[src/bhf_pkg.sv]
// bhf_pkg: constants, register map and state types of the fifo host controller
// assumes a 50 MHz ref_clk_i and an external 128 x 8 handshake fifo device
package bhf_pkg;

  localparam int CLK_PERIOD_NS   = 20;
  localparam int BYTE_W          = 8;
  localparam int FIFO_DEPTH      = 128;
  localparam int DATA_W          = 32;
  localparam int ADDR_W          = 8;
  localparam int CNT_W           = 6;

  // pin timing, in ns as printed
  localparam int T_DATA_SETUP_NS = 50;
  localparam int T_OE_DRIVE_NS   = 150;
  localparam int T_ACK_CYCLE_NS  = 1000;
  localparam int T_CLEAR_NS      = 700;

  // least times round up to whole cycles
  localparam logic [CNT_W-1:0] SETUP_CYC = CNT_W'((T_DATA_SETUP_NS + CLK_PERIOD_NS - 1) / CLK_PERIOD_NS);
  localparam logic [CNT_W-1:0] OE_CYC    = CNT_W'((T_OE_DRIVE_NS + CLK_PERIOD_NS - 1) / CLK_PERIOD_NS);
  localparam logic [CNT_W-1:0] ACK_CYC   = CNT_W'((T_ACK_CYCLE_NS + CLK_PERIOD_NS - 1) / CLK_PERIOD_NS);
  localparam logic [CNT_W-1:0] CLEAR_CYC = CNT_W'((T_CLEAR_NS + CLK_PERIOD_NS - 1) / CLK_PERIOD_NS);
  localparam logic [CNT_W-1:0] CNT_ZERO  = 6'h00;
  localparam logic [CNT_W-1:0] CNT_ONE   = 6'h01;

  // register byte addresses
  localparam logic [ADDR_W-1:0] REG_CTRL     = 8'h00;
  localparam logic [ADDR_W-1:0] REG_TXDATA   = 8'h04;
  localparam logic [ADDR_W-1:0] REG_RXDATA   = 8'h08;
  localparam logic [ADDR_W-1:0] REG_STATUS   = 8'h0C;
  localparam logic [ADDR_W-1:0] REG_IRQ_STAT = 8'h10;
  localparam logic [ADDR_W-1:0] REG_IRQ_MASK = 8'h14;

  // field positions
  localparam int CTRL_DIR_BIT    = 0;
  localparam int CTRL_CLEAR_BIT  = 1;
  localparam int STAT_TX_PEND    = 0;
  localparam int STAT_RX_VALID   = 1;
  localparam int STAT_DIR        = 2;
  localparam int STAT_CLEARING   = 3;
  localparam int STAT_EMPTY      = 4;
  localparam int STAT_FULL       = 5;
  localparam int IRQ_W           = 4;
  localparam int IRQ_TX_DONE     = 0;
  localparam int IRQ_RX_AVAIL    = 1;
  localparam int IRQ_CLR_DONE    = 2;
  localparam int IRQ_EMPTY       = 3;

  localparam logic [DATA_W-1:0] WORD_ZERO = 32'h0000_0000;
  localparam logic [BYTE_W-1:0] BYTE_ZERO = 8'h00;
  localparam logic [IRQ_W-1:0]  IRQ_ZERO  = 4'h0;

  typedef enum logic [2:0] {
    HS_IDLE  = 3'b001,
    HS_SETUP = 3'b010,
    HS_ACK   = 3'b100
  } bhf_hs_state_type;

  typedef enum logic [2:0] {
    CL_IDLE = 3'b001,
    CL_LOW  = 3'b010,
    CL_DIR  = 3'b100
  } bhf_clr_state_type;

endpackage : bhf_pkg

[src/bhf_port_if.sv]
// bhf_port_if: one fifo port as seen by a handshake engine and the controller top
// assumes the top drives pins of the device from these signals one to one
`timescale 1ns/1ps
interface bhf_port_if;
  logic                        enable;
  logic                        source_role;
  logic                        tx_valid;
  logic [bhf_pkg::BYTE_W-1:0]  tx_data;
  logic                        tx_done;
  logic                        rx_ready;
  logic [bhf_pkg::BYTE_W-1:0]  rx_data;
  logic                        rx_strobe;
  logic                        ack_n;
  logic                        line;
  logic [bhf_pkg::BYTE_W-1:0]  data_in;
  logic [bhf_pkg::BYTE_W-1:0]  data_out;
  logic                        data_oe;
  logic                        drive_en_n;

  modport engine (
    input  enable, source_role, tx_valid, tx_data, rx_ready, line, data_in,
    output tx_done, rx_data, rx_strobe, ack_n, data_out, data_oe, drive_en_n
  );
  modport ctrl (
    output enable, source_role, tx_valid, tx_data, rx_ready, line, data_in,
    input  tx_done, rx_data, rx_strobe, ack_n, data_out, data_oe, drive_en_n
  );
endinterface : bhf_port_if
[src/bhf_host.sv]
// bhf_host: controller driving an external bidirectional handshake fifo
// assumes pins synchronous to ref_clk_i; the bench resolves shared data and status wires
`timescale 1ns/1ps
module bhf_host
  import bhf_pkg::*;
(
  input  wire logic              ref_clk_i,
  input  wire logic              rst_i,
  input  wire logic [ADDR_W-1:0] reg_addr_i,
  input  wire logic [DATA_W-1:0] reg_wdata_i,
  input  wire logic              reg_wr_i,
  input  wire logic              reg_rd_i,
  output logic      [DATA_W-1:0] reg_rdata_o,
  output logic                   irq_o,
  output logic                   fifo_clear_n_o,
  output logic                   fifo_dir_o,
  input  wire logic              fifo_empty_i,
  input  wire logic              fifo_full_i,
  output logic                   a_ack_n_o,
  input  wire logic              a_line_i,
  input  wire logic [BYTE_W-1:0] a_data_i,
  output logic      [BYTE_W-1:0] a_data_o,
  output logic                   a_data_oe_o,
  output logic                   a_drive_en_n_o,
  output logic                   b_ack_n_o,
  input  wire logic              b_line_i,
  input  wire logic [BYTE_W-1:0] b_data_i,
  output logic      [BYTE_W-1:0] b_data_o,
  output logic                   b_data_oe_o,
  output logic                   b_drive_en_n_o
);

  bhf_port_if pa ();
  bhf_port_if pb ();

  bhf_clr_state_type  clr_state;
  logic [CNT_W-1:0]   clr_cnt;
  logic               dir_req;
  logic               clr_done;
  logic               clearing;
  logic               tx_pending;
  logic [BYTE_W-1:0]  tx_byte;
  logic               rx_valid;
  logic [BYTE_W-1:0]  rx_byte;
  logic [IRQ_W-1:0]   irq_mask;
  logic [IRQ_W-1:0]   irq_status;
  logic [IRQ_W-1:0]   irq_event;
  logic [IRQ_W-1:0]   irq_clear;
  logic               empty_q;
  logic               tx_done;
  logic               rx_strobe;
  logic [BYTE_W-1:0]  rx_in;
  logic               wr_ctrl;
  logic               wr_tx;
  logic               rd_rx;
  logic [DATA_W-1:0]  next_rdata;

  assign wr_ctrl  = reg_wr_i && (reg_addr_i == REG_CTRL);
  assign wr_tx    = reg_wr_i && (reg_addr_i == REG_TXDATA);
  assign rd_rx    = reg_rd_i && (reg_addr_i == REG_RXDATA);
  assign clearing = (clr_state != CL_IDLE);

  // clear sequence: hold clear low, set direction, release; also run from reset
  always_ff @(posedge ref_clk_i)
  begin
    if (rst_i)
    begin
      clr_state      <= CL_LOW;
      clr_cnt        <= CLEAR_CYC;
      fifo_clear_n_o <= 1'b0;
    end
    else
    begin
      unique case (clr_state)
        CL_IDLE:
        begin
          if (wr_ctrl && reg_wdata_i[CTRL_CLEAR_BIT])
          begin
            fifo_clear_n_o <= 1'b0;
            clr_state      <= CL_LOW;
            clr_cnt        <= CLEAR_CYC;
          end
        end
        CL_LOW:
        begin
          if (clr_cnt == CNT_ONE)
          begin
            clr_state  <= CL_DIR;
            clr_cnt    <= SETUP_CYC;
          end
          else
            clr_cnt <= clr_cnt - CNT_ONE;
        end
        CL_DIR:
        begin
          if (clr_cnt == CNT_ONE)
          begin
            fifo_clear_n_o <= 1'b1;
            clr_state      <= CL_IDLE;
          end
          else
            clr_cnt <= clr_cnt - CNT_ONE;
        end
      endcase
    end
  end

  // direction asked for with a clear command
  always_ff @(posedge ref_clk_i)
  begin
    if (rst_i)
      dir_req <= 1'b0;
    else if (!clearing && wr_ctrl && reg_wdata_i[CTRL_CLEAR_BIT])
      dir_req <= reg_wdata_i[CTRL_DIR_BIT];
  end

  // fifo is empty by now, so the direction may change
  always_ff @(posedge ref_clk_i)
  begin
    if (rst_i)
      fifo_dir_o <= 1'b0;
    else if (clr_state == CL_LOW && clr_cnt == CNT_ONE)
      fifo_dir_o <= dir_req;
  end

  // one pulse as clear is released
  always_ff @(posedge ref_clk_i)
  begin
    if (rst_i)
      clr_done <= 1'b0;
    else
      clr_done <= (clr_state == CL_DIR) && (clr_cnt == CNT_ONE);
  end

  // port roles follow the direction pin; engines idle while clear is low
  assign pa.enable      = fifo_clear_n_o && !clearing;
  assign pb.enable      = fifo_clear_n_o && !clearing;
  assign pa.source_role = !fifo_dir_o;
  assign pb.source_role = fifo_dir_o;
  assign pa.tx_valid    = tx_pending;
  assign pb.tx_valid    = tx_pending;
  assign pa.tx_data     = tx_byte;
  assign pb.tx_data     = tx_byte;
  assign pa.rx_ready    = !rx_valid;
  assign pb.rx_ready    = !rx_valid;
  assign pa.line        = a_line_i;
  assign pb.line        = b_line_i;
  assign pa.data_in     = a_data_i;
  assign pb.data_in     = b_data_i;

  assign a_ack_n_o      = pa.ack_n;
  assign a_data_o       = pa.data_out;
  assign a_data_oe_o    = pa.data_oe;
  assign a_drive_en_n_o = pa.drive_en_n;
  assign b_ack_n_o      = pb.ack_n;
  assign b_data_o       = pb.data_out;
  assign b_data_oe_o    = pb.data_oe;
  assign b_drive_en_n_o = pb.drive_en_n;

  bhf_hs_port u_port_a (
    .ref_clk_i (ref_clk_i),
    .rst_i     (rst_i),
    .port      (pa.engine)
  );

  bhf_hs_port u_port_b (
    .ref_clk_i (ref_clk_i),
    .rst_i     (rst_i),
    .port      (pb.engine)
  );

  assign tx_done   = pa.tx_done | pb.tx_done;
  assign rx_strobe = pa.rx_strobe | pb.rx_strobe;
  assign rx_in     = fifo_dir_o ? pa.rx_data : pb.rx_data;

  // transmit holding byte; a write while one is pending is dropped unless tx_done ends that byte in the same cycle
  always_ff @(posedge ref_clk_i)
  begin
    if (rst_i)
    begin
      tx_pending <= 1'b0;
      tx_byte    <= BYTE_ZERO;
    end
    else if (wr_tx && (!tx_pending || tx_done))
    begin
      tx_pending <= 1'b1;
      tx_byte    <= reg_wdata_i[BYTE_W-1:0];
    end
    else if (tx_done)
      tx_pending <= 1'b0;
  end

  // receive holding byte; while full the engine holds off acknowledging
  always_ff @(posedge ref_clk_i)
  begin
    if (rst_i)
    begin
      rx_valid <= 1'b0;
      rx_byte  <= BYTE_ZERO;
    end
    else if (rx_strobe)
    begin
      rx_valid <= 1'b1;
      rx_byte  <= rx_in;
    end
    else if (rd_rx)
      rx_valid <= 1'b0;
  end

  always_ff @(posedge ref_clk_i)
  begin
    if (rst_i)
      irq_mask <= IRQ_ZERO;
    else if (reg_wr_i && reg_addr_i == REG_IRQ_MASK)
      irq_mask <= reg_wdata_i[IRQ_W-1:0];
  end

  // empty rise detector on the wire-ored status line
  always_ff @(posedge ref_clk_i)
  begin
    if (rst_i)
      empty_q <= 1'b1;
    else
      empty_q <= fifo_empty_i;
  end

  always_comb
  begin
    irq_event               = IRQ_ZERO;
    irq_event[IRQ_TX_DONE]  = tx_done;
    irq_event[IRQ_RX_AVAIL] = rx_strobe;
    irq_event[IRQ_CLR_DONE] = clr_done;
    irq_event[IRQ_EMPTY]    = fifo_empty_i && !empty_q;
  end

  assign irq_clear = (reg_wr_i && reg_addr_i == REG_IRQ_STAT) ? reg_wdata_i[IRQ_W-1:0] : IRQ_ZERO;

  bhf_irq u_irq (
    .ref_clk_i (ref_clk_i),
    .rst_i     (rst_i),
    .event_i   (irq_event),
    .clear_i   (irq_clear),
    .mask_i    (irq_mask),
    .status_o  (irq_status),
    .irq_o     (irq_o)
  );

  always_comb
  begin
    next_rdata = WORD_ZERO;
    if (reg_rd_i)
    begin
      unique case (reg_addr_i)
        REG_CTRL:     next_rdata[CTRL_DIR_BIT] = fifo_dir_o;
        REG_TXDATA:   next_rdata[BYTE_W-1:0] = tx_byte;
        REG_RXDATA:   next_rdata[BYTE_W-1:0] = rx_byte;
        REG_STATUS:
        begin
          next_rdata[STAT_TX_PEND]  = tx_pending;
          next_rdata[STAT_RX_VALID] = rx_valid;
          next_rdata[STAT_DIR]      = fifo_dir_o;
          next_rdata[STAT_CLEARING] = clearing;
          next_rdata[STAT_EMPTY]    = fifo_empty_i;
          next_rdata[STAT_FULL]     = fifo_full_i;
        end
        REG_IRQ_STAT: next_rdata[IRQ_W-1:0] = irq_status;
        REG_IRQ_MASK: next_rdata[IRQ_W-1:0] = irq_mask;
        default:      next_rdata = WORD_ZERO;
      endcase
    end
  end

  // read data stand only in the cycle after the strobe
  always_ff @(posedge ref_clk_i)
  begin
    if (rst_i)
      reg_rdata_o <= WORD_ZERO;
    else
      reg_rdata_o <= next_rdata;
  end

endmodule : bhf_host

[src/bhf_hs_port.sv]
// bhf_hs_port: two-wire interlocked handshake engine for one fifo port
// assumes pin inputs synchronous to ref_clk_i; role fixed while enabled
`timescale 1ns/1ps
module bhf_hs_port
  import bhf_pkg::*;
(
  input  wire logic  ref_clk_i,
  input  wire logic  rst_i,
  bhf_port_if.engine port
);

  bhf_hs_state_type  state;
  logic [CNT_W-1:0]  cnt;
  logic [CNT_W-1:0]  gap;
  logic              gap_done;

  assign gap_done = (gap == CNT_ZERO);

  // spacing of acknowledge falls keeps the ack rate at or below its limit
  always_ff @(posedge ref_clk_i)
  begin
    if (rst_i)
      gap <= CNT_ZERO;
    else if (state == HS_SETUP && cnt == CNT_ONE)
      gap <= ACK_CYC;
    else if (!gap_done)
      gap <= gap - CNT_ONE;
  end

  always_ff @(posedge ref_clk_i)
  begin
    if (rst_i || !port.enable)
    begin
      state           <= HS_IDLE;
      cnt             <= CNT_ZERO;
      port.ack_n      <= 1'b1;
      port.data_oe    <= 1'b0;
      port.drive_en_n <= 1'b1;
      port.tx_done    <= 1'b0;
      port.rx_strobe  <= 1'b0;
    end
    else
    begin
      port.tx_done   <= 1'b0;
      port.rx_strobe <= 1'b0;
      unique case (state)
        HS_IDLE:
        begin
          if (port.source_role && port.tx_valid && port.line && gap_done)
          begin
            // device shows ready for a byte: present it
            port.data_oe <= 1'b1;
            state        <= HS_SETUP;
            cnt          <= SETUP_CYC;
          end
          else if (!port.source_role && port.rx_ready && !port.line && gap_done)
          begin
            // byte available: turn on the device drivers first
            port.drive_en_n <= 1'b0;
            state           <= HS_SETUP;
            cnt             <= OE_CYC;
          end
        end
        HS_SETUP:
        begin
          if (cnt == CNT_ONE)
          begin
            port.ack_n <= 1'b0;
            state      <= HS_ACK;
          end
          cnt <= cnt - CNT_ONE;
        end
        HS_ACK:
        begin
          if (port.source_role && !port.line)
          begin
            // byte taken; withdraw it so the device may show ready again
            port.ack_n   <= 1'b1;
            port.data_oe <= 1'b0;
            port.tx_done <= 1'b1;
            state        <= HS_IDLE;
          end
          else if (!port.source_role && port.line)
          begin
            port.ack_n      <= 1'b1;
            port.drive_en_n <= 1'b1;
            port.rx_strobe  <= 1'b1;
            state           <= HS_IDLE;
          end
        end
      endcase
    end
  end

  // data words
  always_ff @(posedge ref_clk_i)
  begin
    if (rst_i)
    begin
      port.data_out <= BYTE_ZERO;
      port.rx_data  <= BYTE_ZERO;
    end
    else
    begin
      if (state == HS_IDLE && port.source_role)
        port.data_out <= port.tx_data;
      if (state == HS_SETUP && cnt == CNT_ONE && !port.source_role)
        port.rx_data <= port.data_in;
    end
  end

endmodule : bhf_hs_port

[src/bhf_irq.sv]
// bhf_irq: sticky event bits, write-one-to-clear, masked onto one level output
// assumes event pulses and clear bits are single-cycle
`timescale 1ns/1ps
module bhf_irq
  import bhf_pkg::*;
(
  input  wire logic             ref_clk_i,
  input  wire logic             rst_i,
  input  wire logic [IRQ_W-1:0] event_i,
  input  wire logic [IRQ_W-1:0] clear_i,
  input  wire logic [IRQ_W-1:0] mask_i,
  output logic      [IRQ_W-1:0] status_o,
  output logic                  irq_o
);

  // a set in the clearing cycle wins
  always_ff @(posedge ref_clk_i)
  begin
    if (rst_i)
      status_o <= IRQ_ZERO;
    else
      status_o <= (status_o & ~clear_i) | event_i;
  end

  assign irq_o = |(status_o & mask_i);

endmodule : bhf_irq

[config.mk]
export PLATFORM = sky130hd
export DESIGN_NAME = bhf_host
export DESIGN_NICKNAME = d
export VERILOG_FILES = /design/src/bhf_pkg.sv /design/src/bhf_port_if.sv /design/src/bhf_host.sv /design/src/bhf_hs_port.sv /design/src/bhf_irq.sv
export SDC_FILE = /design/constraint.sdc
export NUM_CORES = 1
export LEC_CHECK = 0
export BUFFER_PORTS_ARGS = -buffer_cell sky130_fd_sc_hd__buf_2
export CAP_MARGIN = 20
export CORE_ASPECT_RATIO = 0.7
export CORE_MARGIN = 4
export CORE_UTILIZATION = 25
export DETAILED_ROUTE_END_ITERATION = 8
export GPL_TIMING_DRIVEN = 0
export PLACE_DENSITY = 0.5
export REMOVE_ABC_BUFFERS = 1
export SYNTH_ARGS = -nofsm -noshare
export SYNTH_HDL_FRONTEND = slang
export SYNTH_SLANG_ARGS = --single-unit
export TNS_END_PERCENT = 1
[constraint.sdc]
create_clock -name ref_clk_i -period 1.9 [get_ports ref_clk_i]
set_input_delay 0.095 -clock ref_clk_i [delete_from_list [all_inputs] [get_ports ref_clk_i]]
set_output_delay 0.095 -clock ref_clk_i [all_outputs]
set_load 0.005 [all_outputs]
Word-level counts from Yosys, hierarchy flattened
Index checks and enable logic that the tools add are counted.
W data, S select, Z words.
{"block": "word_totals", "regBits": 144, "input_bits": 64, "out_inout_bits": 57}
{"block": "classes", "n_mux": 69, "n_reduce_logical": 78, "n_addsub": 5, "bitwise": 9, "eq_ne": 42}
{"op": "$mux W6", "count": 11}
{"op": "$mux W3", "count": 13}
{"op": "$logic_and A1 B1 Y1", "count": 35}
{"op": "$sub A6 B1 Y6 const B", "count": 5}
{"op": "$pmux W3 S3", "count": 3}
{"op": "$mux W1", "count": 26}
{"op": "$ne A2 B2 Y1 const B", "count": 12}
{"op": "$pmux W6 S2", "count": 2}
{"op": "$reduce_and A3 Y1", "count": 8}
{"op": "$eq A6 B1 Y1 const B", "count": 3}
{"op": "$pmux W6 S3", "count": 1}
{"op": "$reduce_bool A2 Y1", "count": 9}
{"op": "$eq A8 B4 Y1 const B", "count": 2}
{"op": "$eq A8 B5 Y1 const B", "count": 2}
{"op": "$ne A2 B1 Y1 const B", "count": 8}
{"op": "$ne A3 B1 Y1 const B", "count": 5}
{"op": "$pmux W3 S5", "count": 1}
{"op": "$pmux W1 S2", "count": 7}
{"op": "$logic_not A6 Y1", "count": 2}
{"op": "$reduce_and A5 Y1", "count": 2}
{"op": "$reduce_or A2 Y1", "count": 5}
{"op": "$eq A3 B1 Y1 const B", "count": 3}
{"op": "$eq A3 B2 Y1 const B", "count": 3}
{"op": "$eq A3 B3 Y1 const B", "count": 3}
{"op": "other kinds (17)", "count": 32}

Depth between registers and ports, before layout
{"block": "logic_depth", "ltp_word": 7, "depth_mapped": 8, "mapped_depth_nobuf": 7}

Cells and area by module
Synthesis repeated with hierarchy kept, for this count alone.
{"block": "unflattened", "cells_unflattened": 632, "hier_area_um2": 5664.2}
{"module": "bhf_host", "seq_area_each_um2": 880.8, "area_per_inst_um2": 2348.5, "n_inst": 1, "cells_each": 263}
{"module": "bhf_hs_port (u_port_a)", "seq_area_each_um2": 720.7, "area_per_inst_um2": 1579.0, "n_inst": 1, "cells_each": 175}
{"module": "bhf_hs_port (u_port_b)", "seq_area_each_um2": 720.7, "area_per_inst_um2": 1577.8, "n_inst": 1, "cells_each": 175}
{"module": "bhf_irq", "seq_area_each_um2": 80.1, "area_per_inst_um2": 158.9, "n_inst": 1, "cells_each": 19}

Worst setup path after synthesis
No wires, ideal clock.
{"block": "synth_path", "path_type": "reg2reg", "from": "register clr_cnt[1]", "to": "register clr_cnt[2]", "setup_slack_ns": 0.034, "arrival_time_ns": 1.749, "stages_incl_launch_ff": 7, "required_time_ns": 1.783, "setup_ns": 0.117, "path_cell_list": "dfxtp_1 > inv_1 > ha_1 > or3b_1 > or3_4 > or3_4 > a32o_1"}
{"block": "synth_between", "elab_chain_len": 3}
{"item": "start: declaration", "line_no": "bhf_host.sv:37", "source": "logic [CNT_W-1:0] clr_cnt;"}
{"item": "start signal: assignment", "line_no": "bhf_host.sv:92", "source": "clr_cnt <= clr_cnt - CNT_ONE;"}
{"item": "start signal: assignment", "line_no": "bhf_host.sv:102", "source": "clr_cnt <= clr_cnt - CNT_ONE;"}
{"item": "$sub A6 B1 Y6 or $eq A6 B1 Y1 (tied branches)"}
{"item": "$mux W6, or another cell as far along", "line_no": "bhf_host.sv:96", "source": "if (clr_cnt == CNT_ONE)"}
{"item": "$pmux W6 S3 or $reduce_and A2 Y1 (tied branches)"}
Parallel ways exist; a longest one is shown, timed or not. The select of a mux whose other input is x is not followed.
A chain may end at the register's enable or synchronous reset.

Final worst setup path
{"block": "layout_path", "from": "register clr_cnt[0]", "to": "register clr_cnt[2]"}
Same word-level chain as after synthesis.

==> qor.json <==
{
  "dominantRegCellSynth": "dfxtp_1",
  "total_length_of_routed_wires_um": 14600,
  "synth-seq-area-share_pct": 44.0,
  "critical_path_required_ns": 2.20,
  "routability_congestion_estimate": 0.795,
  "drt_drc_violations_left": 0,
  "final_util_pct": 33.2,
  "ys_types": 68,
  "synthToLayoutAreaGrowth_pct": 28.2,
  "reg2reg_setup_slack_ns": -0.05,
  "grt_antenna_before_repair": 0,
  "cts_tree": "done",
  "synth_seq_cells": 120,
  "gr-max-usage-layer": "met1",
  "cp-start-kind": "flip-flop",
  "timing.clock.skew_ns": 0.0137,
  "floorplan.rows": 44,
  "hold_path_startpoint": "reg_wdata_i[1]",
  "tightestPinTransition_ns": 0.893,
  "cts.root.buffer_cell": "clkbuf_16",
  "finalCriticalPeriod_ns": 1.95,
  "multi_input_comb_area_um2": 2870,
  "cts_made_buffers": 17,
  "met1_usage_pct": 18.1,
  "setup-violations-final": 2,
  "drv_cap": 0,
  "grt_remaining_overflow": 0,
  "timing.final.max_slew_violations": 0,
  "netlist_top_cells_count": "dfxtp_1 (120), nand2_1 (95), nor2_1 (71)",
  "globalRouteMet3Util_pct": 3.09,
  "layout_setup_ws_ns": -0.0450,
  "initial_utilization_pct": 25.9,
  "dpl.hpwl_um": 10500,
  "final_layout_size_suffix_gt1_share_pct": 20.3,
  "placement.io_buffers": 72,
  "maximum_number_of_pins_on_one_net_before_global_route_repair": 85,
  "rsz_0062_raised_after_global_routing": "true",
  "final_nets": 806,
  "die_area_um2": 24300,
  "io-pin-count": 121,
  "synth_cells": 637,
  "die-height_um": 132,
  "drt-wirelength-per-cell_um": 14.3,
  "seq_area_um2": 2400,
  "drt-vias-per-instance": 4.57,
  "cell_area_power_density_nw_per_um2": 1030,
  "postSynthAreaPerCell_um2": 8.56,
  "drt_first_pass_iters": 4,
  "cp.arrival_ns": 2.24,
  "postSynth.asyncResetShare_pct": 0,
  "clock_path_buffers": 2,
  "clk_pin_slew_worst_paths_ns": 0.06,
  "preCtsSetupSlack_ns": -0.177,
  "post-layout-total-power_mw": 7.21,
  "grt_use_total_pct": 11.9,
  "post-synth-top-count-cell": "dfxtp_1",
  "timing.slew.headroom_pct": 40.5,
  "yosysTopAreaCellShare_pct": 44.0,
  "run_status": "finished, violations left",
  "core-area_um2": 21100,
  "r2r_start": "clr_cnt[0]",
  "violations": "setup timing",
  "setup.worst_path.class": "flip-flop to flip-flop",
  "die_width_um": 185,
  "vias_in_the_first_global_route": 4362,
  "critical_path_peak_fanout": 6,
  "clk_latency_ns": 0.41,
  "ys.warnings.count": 0,
  "grt_first_pass_wirelength_um": 23300,
  "clock_sinks": 120,
  "worstHoldPathType": "input port to flip-flop",
  "worstSetupStartpoint": "clr_cnt[0]",
  "dr_total_vias": 4661,
  "share_of_the_clock_period_used_by_the_worst_path_after_layout_pct": 102,
  "fmax_ghz": 0.514,
  "final_hold_viol_count": 0,
  "htree_levels": 4,
  "synth_edf_count": 0,
  "route.antenna.remaining_nets": 0,
  "yosysTopAreaCell": "dfxtp_1",
  "post_synth_main_area_contributors": "dfxtp_1 (44%), nand2_1 (6.5%), mux2i_1 (5.0%)",
  "n_antenna_cell": 0,
  "leakage_power_total_nw": 2.57,
  "grt_use_met2_pct": 16.3,
  "fillCellCount": 2217,
  "design_area_um2": 6990,
  "postPlaceCellArea_um2": 5990,
  "max-vdd-ir-drop_uv": 653,
  "drt_first_iter_violations": 302,
  "syn-cell-area_um2": 5450,
  "setup.worst_path.end_class": "flip-flop"
}
==> layout make-up <==
| type | instances | area share, % |
|---|---|---|
| clock inverter | 9 | 2.11 |
| clock buffer | 21 | 6.73 |
| inverter | 21 | 1.13 |
| sequential | 120 | 34.4 |
| timing repair buffer | 103 | 9.68 |
| multi-input combinational | 471 | 41.0 |
| tap | 276 | 4.94 |
==> worst paths after layout <==
check / to / depth (start not counted)
worst min-delay path: pa.tx_data[1] / 3
worst max-delay path: clr_cnt[2] / 5
worst max register to register: clr_cnt[2] / 5
worst min register to register: u_irq.status_o[2] / 2
==> report_power, final <==
part           switching [mW]  total [mW]  internal, mW  leakage (nW)
Combinational           0.539        1.05         0.514          1.30
Clock                    1.12        3.39          2.27         0.305
Sequential              0.126        2.76          2.64         0.970
==> cell families after synthesis <==
group / after synthesis / share of synthesized area (%)
and+or+nand+nor: 272 / 24.9
AOI/OAI and AO/OA: 120 / 14.2
DFF: 120 / 44.0
buffers and inverters: 69 / 6.61
muxes: 30 / 5.57
xor gates and xnor gates: 17 / 2.73
adders and majority gates: 8 / 1.84
other: 1 / 0.0688
==> registers in the layout, indices dropped and copies added, names as in the netlist, 6 cells and up <==
name,count
u_port_a.port.data_out,8
rx_byte,8
u_port_b.port.data_out,8
u_port_b.port.rx_data,8
u_port_a.port.rx_data,8
u_port_b.cnt,6
u_port_b.gap,6
u_port_a.cnt,6
clr_cnt,6
pa.tx_data,8
u_port_a.gap,6
reg_rdata_o,8
==> critical path, cell delays in order (launching register included) <==
cell	delay, ns
dfxtp_2	0.36
ha_1	0.14
or3b_1	0.36
or3_4	0.39
or3_4	0.37
a32o_1	0.22
==> through the flow <==
step / setup TNS, ns / cells / hold WS (ns)
2_1_floorplan: -0.0346 / 612 / 0.161
3_3_place_gp: -26.60 / 960 / 0.323
3_5_place_dp: -2.10 / 961 / 0.329
4_1_cts: -0.216 / 1017 / 0.00716
5_1_grt: -0.347 / 1021 / 0.0301
6_report: -0.0467 / 1021 / 0.0190
==> metal layers <==
layer  vias to the layer above  part of all wire (%)
met3                         6                   4.5
met1                      2189                    54
met5                         -                     0
li1                       2363                     -
met4                         0                  0.48
met2                       103                    41
==> timing repair <==
item	in CTS	in global routing
gates resized for setup	14	12
hold endpoints to repair	26	0
pin swaps	4	5
buffers inserted	3	4
hold buffers	23	0
setup endpoints to repair	24	42
==> cell usage in the layout (no fill, tap or decap), types with 11 or more instances in the layout <==
master,netlist,layout
nor2_1,71,69
nand2_1,95,95
xnor2_1,11,11
inv_1,20,17
a211oi_1,15,15
dlygate4sd3_1,0,23
conb_1,1,24
buf_2,3,71
clkbuf_16,0,17
nor3_1,17,16
a21oi_1,52,51
dfxtp_1,120,118
nand3_1,15,15
mux2i_1,27,27
No activity file was read; power rests on OpenSTA's default activity.
